--- config.mk ---
export PLATFORM = sky130hd
export DESIGN_NAME = nvh_host_ctrl
export DESIGN_NICKNAME = d
export VERILOG_FILES = /design/src/core/nvh_pkg.sv /design/src/core/nvh_seq_rom.sv /design/src/core/nvh_host_ctrl.sv
export SDC_FILE = /design/constraint.sdc
export NUM_CORES = 1
export LEC_CHECK = 0
export ABC_AREA = 1
export BUFFER_PORTS_ARGS = -buffer_cell sky130_fd_sc_hd__buf_4
export CAP_MARGIN = 10
export CORE_MARGIN = 4
export CORE_UTILIZATION = 52
export CTS_BUF_LIST = sky130_fd_sc_hd__clkbuf_16
export DETAILED_ROUTE_END_ITERATION = 8
export MAX_ROUTING_LAYER = met4
export PLACE_DENSITY = 0.87
export SLEW_MARGIN = 25
export SYNTH_ARGS = -nofsm -noshare
export SYNTH_HDL_FRONTEND = slang
export SYNTH_HIERARCHICAL = 1
export SYNTH_SLANG_ARGS = --single-unit
--- constraint.sdc ---
create_clock -name CLK_I -period 3.29 [get_ports CLK_I]
set_input_delay 0.1645 -clock CLK_I [delete_from_list [all_inputs] [get_ports CLK_I]]
set_output_delay 0.1645 -clock CLK_I [all_outputs]
set_load 0.02 [all_outputs]
--- src/core/nvh_pkg.sv ---
`default_nettype none

package nvh_pkg;

  // ==========================================================
  // Clock and timing
  localparam int CLK_PERIOD_NS             = 40;
  localparam int ADDRESS_ACCESS_TIME_NS    = 25;
  localparam int WRITE_PULSE_TIME_NS       = 20;
  localparam int WRITE_DATA_SETUP_TIME_NS  = 10;
  localparam int POST_SAVE_LOCKOUT_TIME_NS = 5;
  localparam int HW_REQUEST_TIME_NS        = 500;
  localparam int NV_OP_TIME_NS             = 8000000;

  localparam int ACC_RAW  = (ADDRESS_ACCESS_TIME_NS + CLK_PERIOD_NS - 1) / CLK_PERIOD_NS;
  localparam int ACC_CYC  = (ACC_RAW < 1) ? 1 : ACC_RAW;
  localparam int WR_MAXNS = (WRITE_PULSE_TIME_NS > WRITE_DATA_SETUP_TIME_NS) ?
                            WRITE_PULSE_TIME_NS : WRITE_DATA_SETUP_TIME_NS;
  localparam int WR_RAW   = (WR_MAXNS + CLK_PERIOD_NS - 1) / CLK_PERIOD_NS;
  localparam int WR_CYC   = (WR_RAW < 1) ? 1 : WR_RAW;
  localparam int LOCK_RAW = (POST_SAVE_LOCKOUT_TIME_NS + CLK_PERIOD_NS - 1) / CLK_PERIOD_NS;
  localparam int LOCK_CYC = (LOCK_RAW < 1) ? 1 : LOCK_RAW;
  localparam int HW_RAW   = (HW_REQUEST_TIME_NS + CLK_PERIOD_NS - 1) / CLK_PERIOD_NS;
  localparam int HW_CYC   = (HW_RAW < 2) ? 2 : HW_RAW;
  localparam int NV_CYC   = (NV_OP_TIME_NS + CLK_PERIOD_NS - 1) / CLK_PERIOD_NS;

  localparam int CNT_W    = 18;
  localparam int SEQ_LEN  = 6;

  // ==========================================================
  // Software sequence addresses
  localparam logic [15:0] SEQ_PREFIX [0:4] = '{16'h4E38, 16'hB1C7, 16'h83E0,
                                               16'h7C1F, 16'h703F};
  localparam logic [15:0] SEQ_FINAL  [0:3] = '{16'h8FC0, 16'h4C63, 16'h8B45, 16'h4B46};

  // ==========================================================
  // Types
  typedef enum logic [1:0] {
    FIN_STORE,
    FIN_RECALL,
    FIN_AS_OFF,
    FIN_AS_ON
  } nvh_fin_t;

  typedef enum logic [2:0] {
    OP_READ,
    OP_WRITE,
    OP_STORE,
    OP_RECALL,
    OP_AS_OFF,
    OP_AS_ON,
    OP_HW_STORE,
    OP_NONE
  } nvh_op_t;

  typedef enum logic [3:0] {
    ST_IDLE,
    ST_RD_ACC,
    ST_RD_END,
    ST_WR_SETUP,
    ST_WR_PULSE,
    ST_WR_END,
    ST_SEQ_GAP,
    ST_SEQ_RD,
    ST_HW_REQ,
    ST_NV_WAIT,
    ST_WAIT_HIGH,
    ST_LOCKOUT
  } nvh_state_t;

endpackage
`default_nettype wire

--- src/core/nvh_seq_rom.sv ---
`timescale 1ns/100ps
`default_nettype none

module nvh_seq_rom (
  input  wire logic          clk_i,
  input  wire logic [2:0]    idx_i,
  input  wire nvh_pkg::nvh_fin_t fin_i,
  output logic      [15:0]   addr_o
);
  import nvh_pkg::*;

  logic [15:0] addr_q;
  wire         is_final = (idx_i >= 3'(SEQ_LEN - 1));
  wire  [15:0] sel_addr = is_final ? SEQ_FINAL[fin_i] : SEQ_PREFIX[idx_i];

  always_ff @(posedge clk_i) begin
    addr_q <= sel_addr;
  end

  assign addr_o = addr_q;

endmodule
`default_nettype wire

--- src/core/nvh_host_ctrl.sv ---
// Functional notes
// Read: select and output enable low
// Only enabled bytes appear on read
// Read data follows address while selected
// Address stable through write, data at end
// Only enabled bytes written
// Keep output enable high during writes
// Device turns outputs off late in write
// Three save triggers, automatic save on
// Supply loss starts capacitor-powered save
// Disable automatic save without capacitor
// Auto and hardware saves need writes
// Software save always runs
// Busy pulled low starts delayed save
// Running write finishes, later writes blocked
// Clear latch: accesses blocked until release
// Device holds busy low during save
// Busy driven high briefly after save
// Accesses refused briefly after busy rises
// No accesses during save or restore
// Host defers accesses while busy low
// Write enable inactive through host reset
// Power-up restore holds busy low
// Six exact consecutive reads, write high
// Only address bits 14 to 2 compared
// Sixth address toggles automatic save
// Write latch set by writes
`timescale 1ns/100ps
`default_nettype none

module nvh_host_ctrl #(
  parameter int ADDR_W      = 19,
  parameter int NV_WAIT_CYC = nvh_pkg::NV_CYC
) (
  input  wire logic                 CLK_I,
  input  wire logic                 RST_B_I,
  input  wire logic                 CAP_FITTED_I,
  input  wire logic                 CMD_VALID_I,
  output logic                      CMD_READY_O,
  input  wire nvh_pkg::nvh_op_t     CMD_OP_I,
  input  wire logic [ADDR_W-1:0]    CMD_ADDR_I,
  input  wire logic [15:0]          CMD_WDATA_I,
  input  wire logic [1:0]           CMD_BE_I,
  output logic                      RSP_VALID_O,
  output logic      [15:0]          RSP_RDATA_O,
  output logic                      DONE_O,
  output logic      [ADDR_W-1:0]    ADDR_O,
  output logic                      CE_N_O,
  output logic                      OE_N_O,
  output logic                      WE_N_O,
  output logic                      UPPER_BYTE_SEL_N_O,
  output logic                      LOWER_BYTE_SEL_N_O,
  input  wire logic [15:0]          DQ_I,
  output logic      [15:0]          DQ_O,
  output logic                      DQ_OE_O,
  input  wire logic                 SAVE_BUSY_LINE_N_I,
  output logic                      SAVE_BUSY_LINE_N_O,
  output logic                      SAVE_BUSY_LINE_N_OE_O
);
  import nvh_pkg::*;

  // ==========================================================
  // State
  nvh_state_t        state_q, state_d;
  logic [CNT_W-1:0]  cnt_q, cnt_d;
  logic [2:0]        idx_q, idx_d;
  nvh_fin_t          fin_q, fin_d;
  logic              boot_q;
  logic [ADDR_W-1:0] addr_q;
  logic [15:0]       wdata_q, rdata_q;
  logic [1:0]        be_q;
  logic              rsp_q, done_q;
  logic              ce_n_q, oe_n_q, we_n_q, dq_oe_q, busy_drv_q;
  logic [15:0]       rom_addr;

  wire cmd_go    = CMD_VALID_I && CMD_READY_O;
  wire cnt_zero  = (cnt_q == '0);
  wire line_high = SAVE_BUSY_LINE_N_I;
  wire seq_last  = (idx_q == 3'(SEQ_LEN - 1));
  wire in_seq    = (state_q == ST_SEQ_GAP) || (state_q == ST_SEQ_RD);

  // Commands wait while the line is low, whoever holds it
  assign CMD_READY_O = (state_q == ST_IDLE) && line_high && !boot_q;

  nvh_seq_rom u_rom (
    .clk_i  (CLK_I),
    .idx_i  (idx_d),
    .fin_i  (fin_d),
    .addr_o (rom_addr)
  );

  // ==========================================================
  // Next state
  always_comb begin
    state_d = state_q;
    cnt_d   = cnt_zero ? '0 : cnt_q - 1'b1;
    idx_d   = idx_q;
    fin_d   = fin_q;
    unique case (state_q)
      ST_IDLE: begin
        if (!line_high) begin
          // Even the boot sequence waits until the line is released
          state_d = ST_WAIT_HIGH;
        end else if (boot_q && !CAP_FITTED_I) begin
          // Without a backup capacitor an automatic save would corrupt data
          fin_d   = FIN_AS_OFF;
          idx_d   = '0;
          state_d = ST_SEQ_GAP;
        end else if (cmd_go) begin
          idx_d = '0;
          case (CMD_OP_I)
            OP_READ: begin
              cnt_d   = CNT_W'(ACC_CYC);
              state_d = ST_RD_ACC;
            end
            OP_WRITE:    state_d = ST_WR_SETUP;
            OP_STORE: begin
              fin_d   = FIN_STORE;
              state_d = ST_SEQ_GAP;
            end
            OP_RECALL: begin
              fin_d   = FIN_RECALL;
              state_d = ST_SEQ_GAP;
            end
            OP_AS_OFF: begin
              fin_d   = FIN_AS_OFF;
              state_d = ST_SEQ_GAP;
            end
            OP_AS_ON: begin
              fin_d   = FIN_AS_ON;
              state_d = ST_SEQ_GAP;
            end
            OP_HW_STORE: begin
              cnt_d   = CNT_W'(HW_CYC - 1);
              state_d = ST_HW_REQ;
            end
            default: state_d = ST_IDLE;
          endcase
        end
      end
      ST_RD_ACC:   if (cnt_zero) state_d = ST_RD_END;
      ST_RD_END:   state_d = ST_IDLE;
      ST_WR_SETUP: begin
        cnt_d   = CNT_W'(WR_CYC - 1);
        state_d = ST_WR_PULSE;
      end
      ST_WR_PULSE: if (cnt_zero) state_d = ST_WR_END;
      ST_WR_END:   state_d = ST_IDLE;
      ST_SEQ_GAP: begin
        cnt_d   = CNT_W'(ACC_CYC);
        state_d = ST_SEQ_RD;
      end
      ST_SEQ_RD: begin
        if (cnt_zero) begin
          if (seq_last) begin
            cnt_d   = CNT_W'(NV_WAIT_CYC - 1);
            state_d = ST_NV_WAIT;
          end else begin
            idx_d   = idx_q + 3'h1;
            state_d = ST_SEQ_GAP;
          end
        end
      end
      // Pull the line long enough to cover the device's start delay
      ST_HW_REQ:   if (cnt_zero) state_d = ST_WAIT_HIGH;
      ST_NV_WAIT:  if (cnt_zero) state_d = ST_WAIT_HIGH;
      ST_WAIT_HIGH: begin
        if (line_high) begin
          cnt_d   = CNT_W'(LOCK_CYC - 1);
          state_d = ST_LOCKOUT;
        end
      end
      ST_LOCKOUT:  if (cnt_zero) state_d = ST_IDLE;
    endcase
  end

  // ==========================================================
  // Pin decode from the next state, so every pin leaves a flop
  wire ce_on  = (state_d == ST_RD_ACC) || (state_d == ST_WR_PULSE) || (state_d == ST_SEQ_RD);
  wire oe_on  = (state_d == ST_RD_ACC) || (state_d == ST_SEQ_RD);
  wire we_on  = (state_d == ST_WR_PULSE);
  wire dq_on  = (state_d == ST_WR_PULSE) || (state_d == ST_WR_END);
  wire hw_on  = (state_d == ST_HW_REQ);
  wire ld_cmd = cmd_go && ((CMD_OP_I == OP_READ) || (CMD_OP_I == OP_WRITE));
  wire ld_seq = (state_q == ST_SEQ_GAP);
  wire [15:0] rd_mask = {{8{be_q[1]}}, {8{be_q[0]}}};

  always_ff @(posedge CLK_I) begin
    if (!RST_B_I) begin
      state_q    <= ST_IDLE;
      cnt_q      <= '0;
      idx_q      <= '0;
      fin_q      <= FIN_STORE;
      boot_q     <= 1'b1;
      ce_n_q     <= 1'b1;
      oe_n_q     <= 1'b1;
      we_n_q     <= 1'b1;
      dq_oe_q    <= 1'b0;
      busy_drv_q <= 1'b0;
      rsp_q      <= 1'b0;
      done_q     <= 1'b0;
    end else begin
      state_q    <= state_d;
      cnt_q      <= cnt_d;
      idx_q      <= idx_d;
      fin_q      <= fin_d;
      boot_q     <= boot_q && !((state_q == ST_IDLE) && line_high);
      ce_n_q     <= !ce_on;
      oe_n_q     <= !oe_on;
      we_n_q     <= !we_on;
      dq_oe_q    <= dq_on;
      busy_drv_q <= hw_on;
      rsp_q      <= (state_q == ST_RD_ACC) && cnt_zero;
      done_q     <= (state_q == ST_LOCKOUT) && cnt_zero;
    end
  end

  always_ff @(posedge CLK_I) begin
    if (!RST_B_I) begin
      addr_q  <= '0;
      wdata_q <= '0;
      be_q    <= '0;
      rdata_q <= '0;
    end else begin
      if (ld_cmd) begin
        addr_q  <= CMD_ADDR_I;
        wdata_q <= CMD_WDATA_I;
        be_q    <= CMD_BE_I;
      end else if (ld_seq) begin
        // Upper address bits are don't care to the decoder; drive zero
        addr_q <= {{(ADDR_W-16){1'b0}}, rom_addr};
        be_q   <= 2'h3;
      end
      if ((state_q == ST_RD_ACC) && cnt_zero) begin
        rdata_q <= DQ_I & rd_mask;
      end
    end
  end

  assign ADDR_O                = addr_q;
  assign CE_N_O                = ce_n_q;
  assign OE_N_O                = oe_n_q;
  assign WE_N_O                = we_n_q;
  assign UPPER_BYTE_SEL_N_O    = !be_q[1];
  assign LOWER_BYTE_SEL_N_O    = !be_q[0];
  assign DQ_O                  = wdata_q;
  assign DQ_OE_O               = dq_oe_q;
  assign SAVE_BUSY_LINE_N_O    = 1'b0;
  assign SAVE_BUSY_LINE_N_OE_O = busy_drv_q;
  assign RSP_VALID_O           = rsp_q;
  assign RSP_RDATA_O           = rdata_q;
  assign DONE_O                = done_q;

  // ==========================================================
  // Checks
  logic [2:0] seq_reads_q;

  always_ff @(posedge CLK_I) begin
    if (!RST_B_I || (state_q == ST_IDLE)) begin
      seq_reads_q <= '0;
    end else if (ld_seq) begin
      seq_reads_q <= seq_reads_q + 3'h1;
    end
  end
endmodule
`default_nettype wire

==> metrics, run 1 <==
share of post-route cells with drive strength above 1=23.0%; hold crit path type=in -> reg; Syn Inst Count=614; hold_buf cts=0; Cell variety after synth=42; initial antenna violation count=0; synth warn=6; Max-slew headroom=59.4%; fmax=370 MHz; vias in the first global route=4451; post_cts resized=0; Initial Util=54.6%; share of the synthesized area in the top cell type=44.6%; CTS tree=done; clk sinks=102; startpoint types=flip-flop; Longest Clk Path Bufs=2; Root Driver=clkbuf_16; PortBufs=121; # IOs=123; status=finished, final reports clean; Area Growth Syn to Fin=27.2%; CP required=3.54 ns; skew final=0.0108 ns; area occupied by multi-input gates=0.00219 mm²; max-cap viol count=0; First-pass DRT Iterations=5; #FFs+latches synth=102; clk slew on worst S/H paths=0.08 ns; Hold Fails Final Rpt=0; unrepaired setup endpoints after global routing=false; DRT Wirelength=11.9 mm; DR iter-0 viols=298; placed insts=819; Final Critical Period=2.70 ns; Peak VDD IR=0.000376 V; register area=0.00204 mm²; Vias=4485; Cell Pwr Density=739 mW/mm²; critical path type=reg -> reg; Fin Hold WS=0.0379 ns; dpl hpwl=8.86 mm; post-layout util=69.5%; Static Leakage=2.70 nW; Final Max Tran Viols=0; area of the die=0.0104 mm²; mapped cell area=0.00458 mm²; filler instances=668; Overflow after GRT=0; Final GP Congestion=0.996; setup bufs post-CTS=0; Tightest Pin Transition=0.608 ns; global-route wire length before repair=19.5 mm; Layout Cells excl Fill=835; Synth Area per Inst=7.46 µm²; post-synth top area cell=dfxtp_1; CP arrival=2.95 ns; vias per cell=5.37; Worst Path Max Fanout=12; Setup Total Neg Slack=0 ns; per-cell routed wire length=14.2 µm; syn_nets=683; DR DRC count=0; die span in x=102 µm; # setup viols final=0; top cells by area, synth=dfxtp_1, nand2_1, nor2_1; Seq/Total Area, Yosys=44.6%; Final period util=82.2%; GRT Util Overall=23.9%; Die Height=102 µm; H-tree depth=3; CP endpoint kind=flip-flop; clk_lat worst skew=0.35 ns; Num CTS Buffers=9; ANT cells=0; pin count of the biggest net entering global routing=40; Core Area=0.00838 mm²; Nets=794; Final ANT Viol Nets=0; Rows=33
==> where the power goes <==
group | switching (W) | internal [W]
Sequential | 0.000132 | 0.00138
Clock | 0.000508 | 0.000619
Combinational | 0.00108 | 0.000580
==> synth_stat cells, drive strengths merged <==
| master | instances |
|---|---|
| clkinv | 1 |
| clkbuf | 11 |
| and3 | 1 |
| nor3 | 5 |
| a41oi | 1 |
| nor3b | 1 |
| xnor2 | 6 |
| nand3b | 1 |
| buf | 11 |
| conb | 1 |
| nor2 | 87 |
| or2 | 1 |
| xor2 | 7 |
| nand4 | 15 |
| o21ai | 58 |
| a21oi | 19 |
| o22ai | 2 |
| a31oi | 18 |
| nand2 | 149 |
| ha | 8 |
| inv | 56 |
| dfxtp | 102 |
| a211oi | 1 |
| o211ai | 2 |
| nand3 | 47 |
| and2 | 1 |
| nor4 | 2 |
==> registers in the layout, indices dropped and copies added (netlist names), 2 cells and up <==
signal / count
ADDR_O: 19
cnt_q: 18
DQ_O: 16
RSP_RDATA_O: 16
u_rom/addr_o: 14
state_q: 4
idx_q: 3
be_q: 2
fin_q: 2
==> worst paths after layout <==
| path | startpoint | endpoint | slack, ns | cells past startpoint |
|---|---|---|---|---|
| worst min-delay path | CMD_WDATA_I[13] | DQ_O[13] | 0.04 | 3 |
| worst max-delay path | cnt_q[0] | u_rom/addr_o[14] | 0.59 | 14 |
| worst max register to register | cnt_q[0] | u_rom/addr_o[14] | 0.59 | 14 |
| worst min register to register | ADDR_O[18] | ADDR_O[18] | 0.47 | 2 |
==> through the flow <==
| stage | cell area (µm²) | total power (W) | setup slack, ns |
|---|---|---|---|
| 4_1_cts | 5820 | 0.00430 | 0.593 |
| 3_3_place_gp | 5500 | 0.00310 | 0.779 |
| 3_5_place_dp | 5500 | 0.00316 | 0.616 |
| 2_1_floorplan | 4580 | 0.00278 | 0.976 |
| 6_report | 5820 | 0.00430 | 0.586 |
| 5_1_grt | 5820 | 0.00460 | 0.309 |
==> cells by family after synthesis <==
family	after synthesis	synth area share [%]
AO/OA/AOI/OAI	101	12.2
XOR/XNOR	13	2.49
other	1	0.0819
buffers and inverters	79	7.49
flip-flops	102	44.6
adder cells (fa/ha/maj)	8	2.19
AND/OR/NAND/NOR	310	30.9
==> worst max-delay path, stage by stage, from the launching register on <==
cell and delay (ns):
dfxtp_1 0.31, inv_1 0.11, ha_1 0.19, nand3_1 0.12, nor2_4 0.16, nand2_2 0.15
inv_1 0.24, nand2_1 0.10, nand2_1 0.07, nand2_1 0.05, nand2_1 0.07, nand3_1 0.44
or2_4 0.46, nand3_2 0.10, nand2_1 0.05
==> layout make-up <==
cell class / count / area share (%)
Multi-Input combinational cell: 433 / 37.7
Sequential cell: 102 / 35.1
Timing Repair Buffer: 122 / 15.7
Clock buffer: 9 / 3.87
Inverter: 57 / 3.72
Tap cell: 105 / 2.26
Clock inverter: 7 / 1.68
==> cells in the final DEF, fill, tap and decap left out, types with 7 or more instances in the layout <==
master     netlist  layout
dfxtp_1        102     102
o21ai_0         52      52
buf_4            5     122
a31oi_1         18      18
clkbuf_16        0       9
nand4_1         15      15
xor2_1           7       7
a21oi_1         19      19
inv_1           52      52
nand3_1         41      41
nand2_1        143     143
ha_1             8       8
nor2_1          78      78
==> layer usage <==
metal	GRT usage (%)	up-vias	share of wire [%]
met5	-	-	0
met4	8.48	0	1.9
met3	6.62	24	9.1
met2	40.1	172	49
met1	27.4	2063	40
li1	-	2226	-
Power figures use the tool's default switching activity.
==> run 2: changes to the inputs <==
--- a/config.mk
+++ b/config.mk
@@ -5,7 +5,7 @@
 export SDC_FILE = /design/constraint.sdc
 export NUM_CORES = 1
 export LEC_CHECK = 0
-export ABC_AREA = 1
+export ABC_AREA = 0
 export BUFFER_PORTS_ARGS = -buffer_cell sky130_fd_sc_hd__buf_4
 export CAP_MARGIN = 10
 export CORE_MARGIN = 4
==> constraint.sdc (replaced) <==
create_clock -name CLK_I -period 2.81 [get_ports CLK_I]
set_input_delay 0.1405 -clock CLK_I [delete_from_list [all_inputs] [get_ports CLK_I]]
set_output_delay 0.1405 -clock CLK_I [all_outputs]
set_load 0.02 [all_outputs]
==> metrics, run 2 <==
status=finished, final reports clean; Longest Clk Path Bufs=2; DRT Wirelength=12.0 mm; die span in x=101 µm; clk sinks=102; Rows=33; PnR Total Power=0.00461 W; Nets=711; most frequent cells in the layout=buf_4, dfxtp_1, nand2_1; worst hold endpoint=RSP_RDATA_O[14]; initial antenna violation count=0; max-cap viol count=0; share of post-route cells with drive strength above 1=26.4%; clock share of power=26.2%; Top FF cell, synth=dfxtp_1; skew final=0.00909 ns; R2R Setup Slk=0.21 ns; Syn Inst Count=525; CP required=3.05 ns; Async SR Flop Fraction=0%; top cells by area, synth=dfxtp_1, nand2_1, nor2_1; Tightest Pin Transition=0.675 ns; global-route wire length before repair=18.9 mm; Num CTS Buffers=9; Initial Util=53.8%; Internal Pwr Total=0.00293 W; per-cell routed wire length=15.9 µm; # setup viols final=0; hold crit path type=in -> reg; vias in the first global route=4061; Final period util=92.4%; Setup Total Neg Slack=0 ns; number of synthesized flops with an enable pin=0; Seq/Total Area, Yosys=45.7%; Overflow after GRT=0; Hold Fails Final Rpt=0; sequence of cells on the critical path=nor4_2 > nand3_1 > nor2_2 > buf_4 > a31oi_1 > a211oi_1 > or4b_4 > and3_1; mapped cell area=0.00447 mm²; pin count of the biggest net entering global routing=59; Peak VDD IR=0.000372 V; syn_nets=594; critical path type=reg -> reg; Final ANT Viol Nets=0; Hold Crit Depth=2; area of the die=0.0101 mm²; Crit path largest cell delay=0.59 ns; First-pass DRT Iterations=5; max reg flops=19; synth warn=6; clk slew on worst S/H paths=0.07 ns; Worst R2R End=u_rom/addr_o[15]; Switching Fraction=36.6%; share of the synthesized area in the top cell type=45.7%; Commonest cells post-synth=dfxtp_1, nand2_1, nor2_1; unrepaired setup endpoints after global routing=false; # IOs=123; hold_buf cts=0; H-tree depth=3; Vias=4216; ANT cells=0; Die Height=101 µm; post-synth top area cell=dfxtp_1; Sequential Power Share=38.2%; startpoint types=flip-flop; Cell Pwr Density=798 mW/mm²; PortBufs=121; HP Start=DQ_I[14]; most common cell after layout, fill and taps aside=buf_4; Static Leakage=2.43 nW; Cell variety after synth=62; #FFs+latches synth=102; DR iter-0 viols=239; Final Critical Period=2.60 ns; DR DRC count=0; dpl hpwl=8.54 mm; vias per cell=5.61; Synth Area per Inst=8.51 µm²; Root Driver=clkbuf_16; Switching Power=0.00169 W; R2R Path Start=cnt_q[8]; CP max-delay cell=or4b_4; fmax=385 MHz; Worst Path Max Fanout=11; CP endpoint kind=flip-flop; Final Max Tran Viols=0; top-count cell post-synth=dfxtp_1; Area Growth Syn to Fin=29.5%; Worst R2R Path Depth=8; GRT Util Overall=23.8%; CP arrival=2.83 ns; CTS tree=done; Core Area=0.00830 mm²; Final GP Congestion=0.965; clk_lat worst skew=0.35 ns; Max-slew headroom=54.9%; combinational fraction of design power=35.6%
[run 2: cell count changes in the layout (fill, tap and decap cells not counted), sizes merged, moves of 17 or more]
cell and change:
nor2 -37, o21ai -41, nand2 -52, buf +17, inv -39, a311oi +18, nand3 -23
[run 2: logic make-up (layout without fill, tap and decap cells)]
group                    after synthesis  count (layout)  synth area share (%)
AND/OR/NAND/NOR                      231             231                  24.8
AO/OA/AOI/OAI                        110             110                  17.8
flip-flops                           102             102                  45.7
buffers and inverters                 51             173                  5.01
XOR/XNOR                              20              20                  3.92
adder cells (fa/ha/maj)                8               8                  2.24
multiplexers                           2               2                 0.448
other                                  1               1                0.0839
[run 2: worst max-delay path by stage]
stage / from / to / slack, ns / cells past startpoint
after floorplan: state_q[2] / u_rom/addr_o[8] / 0.09 / 12
after global placement: state_q[1] / u_rom/addr_o[15] / 0.32 / 8
after detailed placement: state_q[1] / u_rom/addr_o[15] / 0.23 / 8
after CTS: state_q[1] / u_rom/addr_o[15] / 0.22 / 8
after global routing: cnt_q[8] / u_rom/addr_o[15] / 0.04 / 8
final: cnt_q[8] / u_rom/addr_o[15] / 0.21 / 8
[run 2: cell type report]
cell class | instances | area, µm²
clock buffer | 9 | 225
clock inverter | 7 | 66.3
fill | 624 | 2510
inverter | 17 | 63.8
multi-input combinational | 372 | 2200
sequential | 102 | 2040
tap | 105 | 131
timing repair buffer | 140 | 1050
[run 2: power groups by stage]
stage / registers, W / clock network (W) / logic, W
global placement: 0.00177 / 0 / 0.00156
CTS: 0.00176 / 0.00122 / 0.00161
finish: 0.00176 / 0.00121 / 0.00164
global route: 0.00179 / 0.00128 / 0.00180
detailed placement: 0.00179 / 0 / 0.00160
floorplan: 0.00179 / 0 / 0.00114
[run 2: metal layers]
metal	GRT usage (%)	up-vias	share of wire (%)
li1	-	2060	-
met4	9.64	0	3.5
met3	4.91	43	7.4
met2	39.9	171	50
met5	-	-	0
met1	27.7	1942	39
[run 2: timing repair]
item | CTS | global route
endpoints found under the setup margin | 0 | 4
resized for setup | 0 | 1
buffers inserted | 0 | 0
[run 2: through the flow]
stage	std cells	area [µm²]	hold slack, ns	utilization [%]	setup WS [ns]
3_3_place_gp	735	5480	0.358	66.1	0.317
4_1_cts	751	5770	0.00387	69.6	0.217
6_report	752	5780	0.00380	69.7	0.214
3_5_place_dp	735	5480	0.357	66.1	0.229
5_1_grt	752	5780	0.00379	69.7	0.0373
2_1_floorplan	525	4470	0.266	-	0.0906
[run 2: critical path: cells and delay by family, from the launching register on]
| kind | cells | cell delay [ns] |
|---|---|---|
| compound gates | 2 | 0.50 |
| buf+inv | 1 | 0.18 |
| flops | 1 | 0.36 |
| simple gates | 5 | 1.44 |
==> run 3: changes to the inputs <==
--- a/config.mk
+++ b/config.mk
@@ -9,11 +9,11 @@
 export BUFFER_PORTS_ARGS = -buffer_cell sky130_fd_sc_hd__buf_4
 export CAP_MARGIN = 10
 export CORE_MARGIN = 4
-export CORE_UTILIZATION = 52
+export CORE_UTILIZATION = 50
 export CTS_BUF_LIST = sky130_fd_sc_hd__clkbuf_16
 export DETAILED_ROUTE_END_ITERATION = 8
 export MAX_ROUTING_LAYER = met4
-export PLACE_DENSITY = 0.87
+export PLACE_DENSITY = 0.85
 export SLEW_MARGIN = 25
 export SYNTH_ARGS = -nofsm -noshare
 export SYNTH_HDL_FRONTEND = slang
==> metrics, run 3 (same netlist as run 2, synthesis figures left out) <==
Fin Hold WS=0.0203 ns; HP Start=DQ_I[13]; # IOs=123; Switching Power=0.00164 W; Nets=710; Max-slew headroom=43.6%; global-route wire length before repair=18.9 mm; H-tree depth=3; R2R Path Start=state_q[0]; dpl hpwl=8.72 mm; GRT Util Overall=23.4%; worst hold endpoint=RSP_RDATA_O[13]; max-cap viol count=0; Root Driver=clkbuf_16; Final period util=93.2%; Vias=4192; Peak VDD IR=0.000400 V; Sequential Power Share=38.1%; status=finished, final reports clean; share of post-route cells with drive strength above 1=26.2%; pin count of the biggest net entering global routing=59; unrepaired setup endpoints after global routing=false; Die Height=103 µm; First-pass DRT Iterations=5; Initial Util=51.2%; per-cell routed wire length=16.2 µm; Switching Fraction=35.5%; vias per cell=5.56; Static Leakage=2.43 nW; DRT Wirelength=12.2 mm; Overflow after GRT=0; Hold Fails Final Rpt=0; CP arrival=2.84 ns; Rows=34; Core Area=0.00872 mm²; Setup Total Neg Slack=0 ns; Layout Cells excl Fill=754; combinational fraction of design power=35.6%; Final GP Congestion=0.961; PnR Total Power=0.00462 W; R2R Setup Slk=0.19 ns; DR iter-0 viols=284; Num CTS Buffers=9; startpoint types=flip-flop; most common cell after layout, fill and taps aside=buf_4; Internal Pwr Total=0.00298 W; Cell Pwr Density=800 mW/mm²; fmax=382 MHz; Worst Path Max Fanout=11; Worst R2R End=u_rom/addr_o[8]; Hold Crit Depth=2; # setup viols final=0; critical path type=reg -> reg; clk_lat worst skew=0.33 ns; Final Critical Period=2.62 ns; ANT cells=0; hold crit path type=in -> reg; vias in the first global route=4011; CP required=3.03 ns; clock share of power=26.3%; skew final=0.00693 ns; clk sinks=102; filler instances=691; Area Growth Syn to Fin=29.3%; Final ANT Viol Nets=0; DR DRC count=0; CP endpoint kind=flip-flop; placed insts=737; CTS tree=done; Final Max Tran Viols=0; area of the die=0.0105 mm²; max reg flops=19; hold_buf cts=0; Tightest Pin Transition=0.844 ns; die span in x=103 µm; most frequent cells in the layout=buf_4, dfxtp_1, nand2_1; initial antenna violation count=0; Longest Clk Path Bufs=2; PortBufs=121; clk slew on worst S/H paths=0.07 ns; Worst R2R Path Depth=8
[run 3: cell types whose count changed in the layout (fill, tap and decap cells not counted), sizes merged]
cell / previous run / this run
bufinv: 0 / 1
clkbuf: 10 / 9
clkinv: 3 / 4
inv: 21 / 19
[run 3: worst max path at each step]
stage | end | slack, ns | cells past startpoint | start
floorplan | u_rom/addr_o[8] | 0.09 | 12 | state_q[2]
global placement | u_rom/addr_o[15] | 0.23 | 8 | state_q[0]
detailed placement | u_rom/addr_o[8] | 0.14 | 8 | state_q[0]
CTS | u_rom/addr_o[8] | 0.12 | 8 | state_q[0]
global route | u_rom/addr_o[8] | 0.08 | 8 | state_q[0]
finish | u_rom/addr_o[8] | 0.19 | 8 | state_q[0]
[run 3: power groups by stage]
| stage | Sequential (W) | Clock [W] | Combinational, W |
|---|---|---|---|
| after floorplan | 0.00179 | 0 | 0.00114 |
| after global placement | 0.00178 | 0 | 0.00157 |
| after detailed placement | 0.00179 | 0 | 0.00161 |
| after CTS | 0.00176 | 0.00123 | 0.00163 |
| after global routing | 0.00178 | 0.00129 | 0.00180 |
| final | 0.00176 | 0.00121 | 0.00165 |
[run 3: what timing repair did]
item | in CTS | in global routing
buffers inserted | 0 | 0
endpoints found under the hold margin | 0 | 0
gates resized for setup | 0 | 1
endpoints found under the setup margin | 0 | 5
[run 3: metal layers]
layer	vias to the layer above	global-route usage, %	part of all wire, %
li1	2062	-	-
met1	1954	27.7	40
met2	154	40.6	51
met3	22	4.26	6.9
met4	0	6.76	2.1
met5	-	-	0
[run 3: stage by stage]
| stage | utilization, % | worst slack (ns) | area (µm²) |
|---|---|---|---|
| 2_1_floorplan | - | 0.0906 | 4470 |
| 5_1_grt | 66.2 | 0.0795 | 5780 |
| 4_1_cts | 66.2 | 0.120 | 5770 |
| 6_report | 66.2 | 0.190 | 5780 |
| 3_5_place_dp | 62.8 | 0.135 | 5480 |
| 3_3_place_gp | 62.8 | 0.231 | 5480 |
[run 3: area by class of cell]
cell class,instances,area (µm²),area share [%]
multi-input cells,372,2200,38.2
flip-flops and latches,102,2040,35.3
repair buffers,139,1040,18.0
clock buffers,9,225,3.90
well taps,108,135,2.34
clock inverters,7,65.1,1.13
inverters,17,63.8,1.10
[run 3: worst max-delay path, stage by stage, from the launching register on]
cell     delay [ns]
dfxtp_1        0.57
nand2_1        0.21
nor2b_2        0.26
nand3_1        0.19
mux2i_1        0.23
inv_1          0.06
ha_1           0.21
or4b_4         0.56
and3_1         0.21
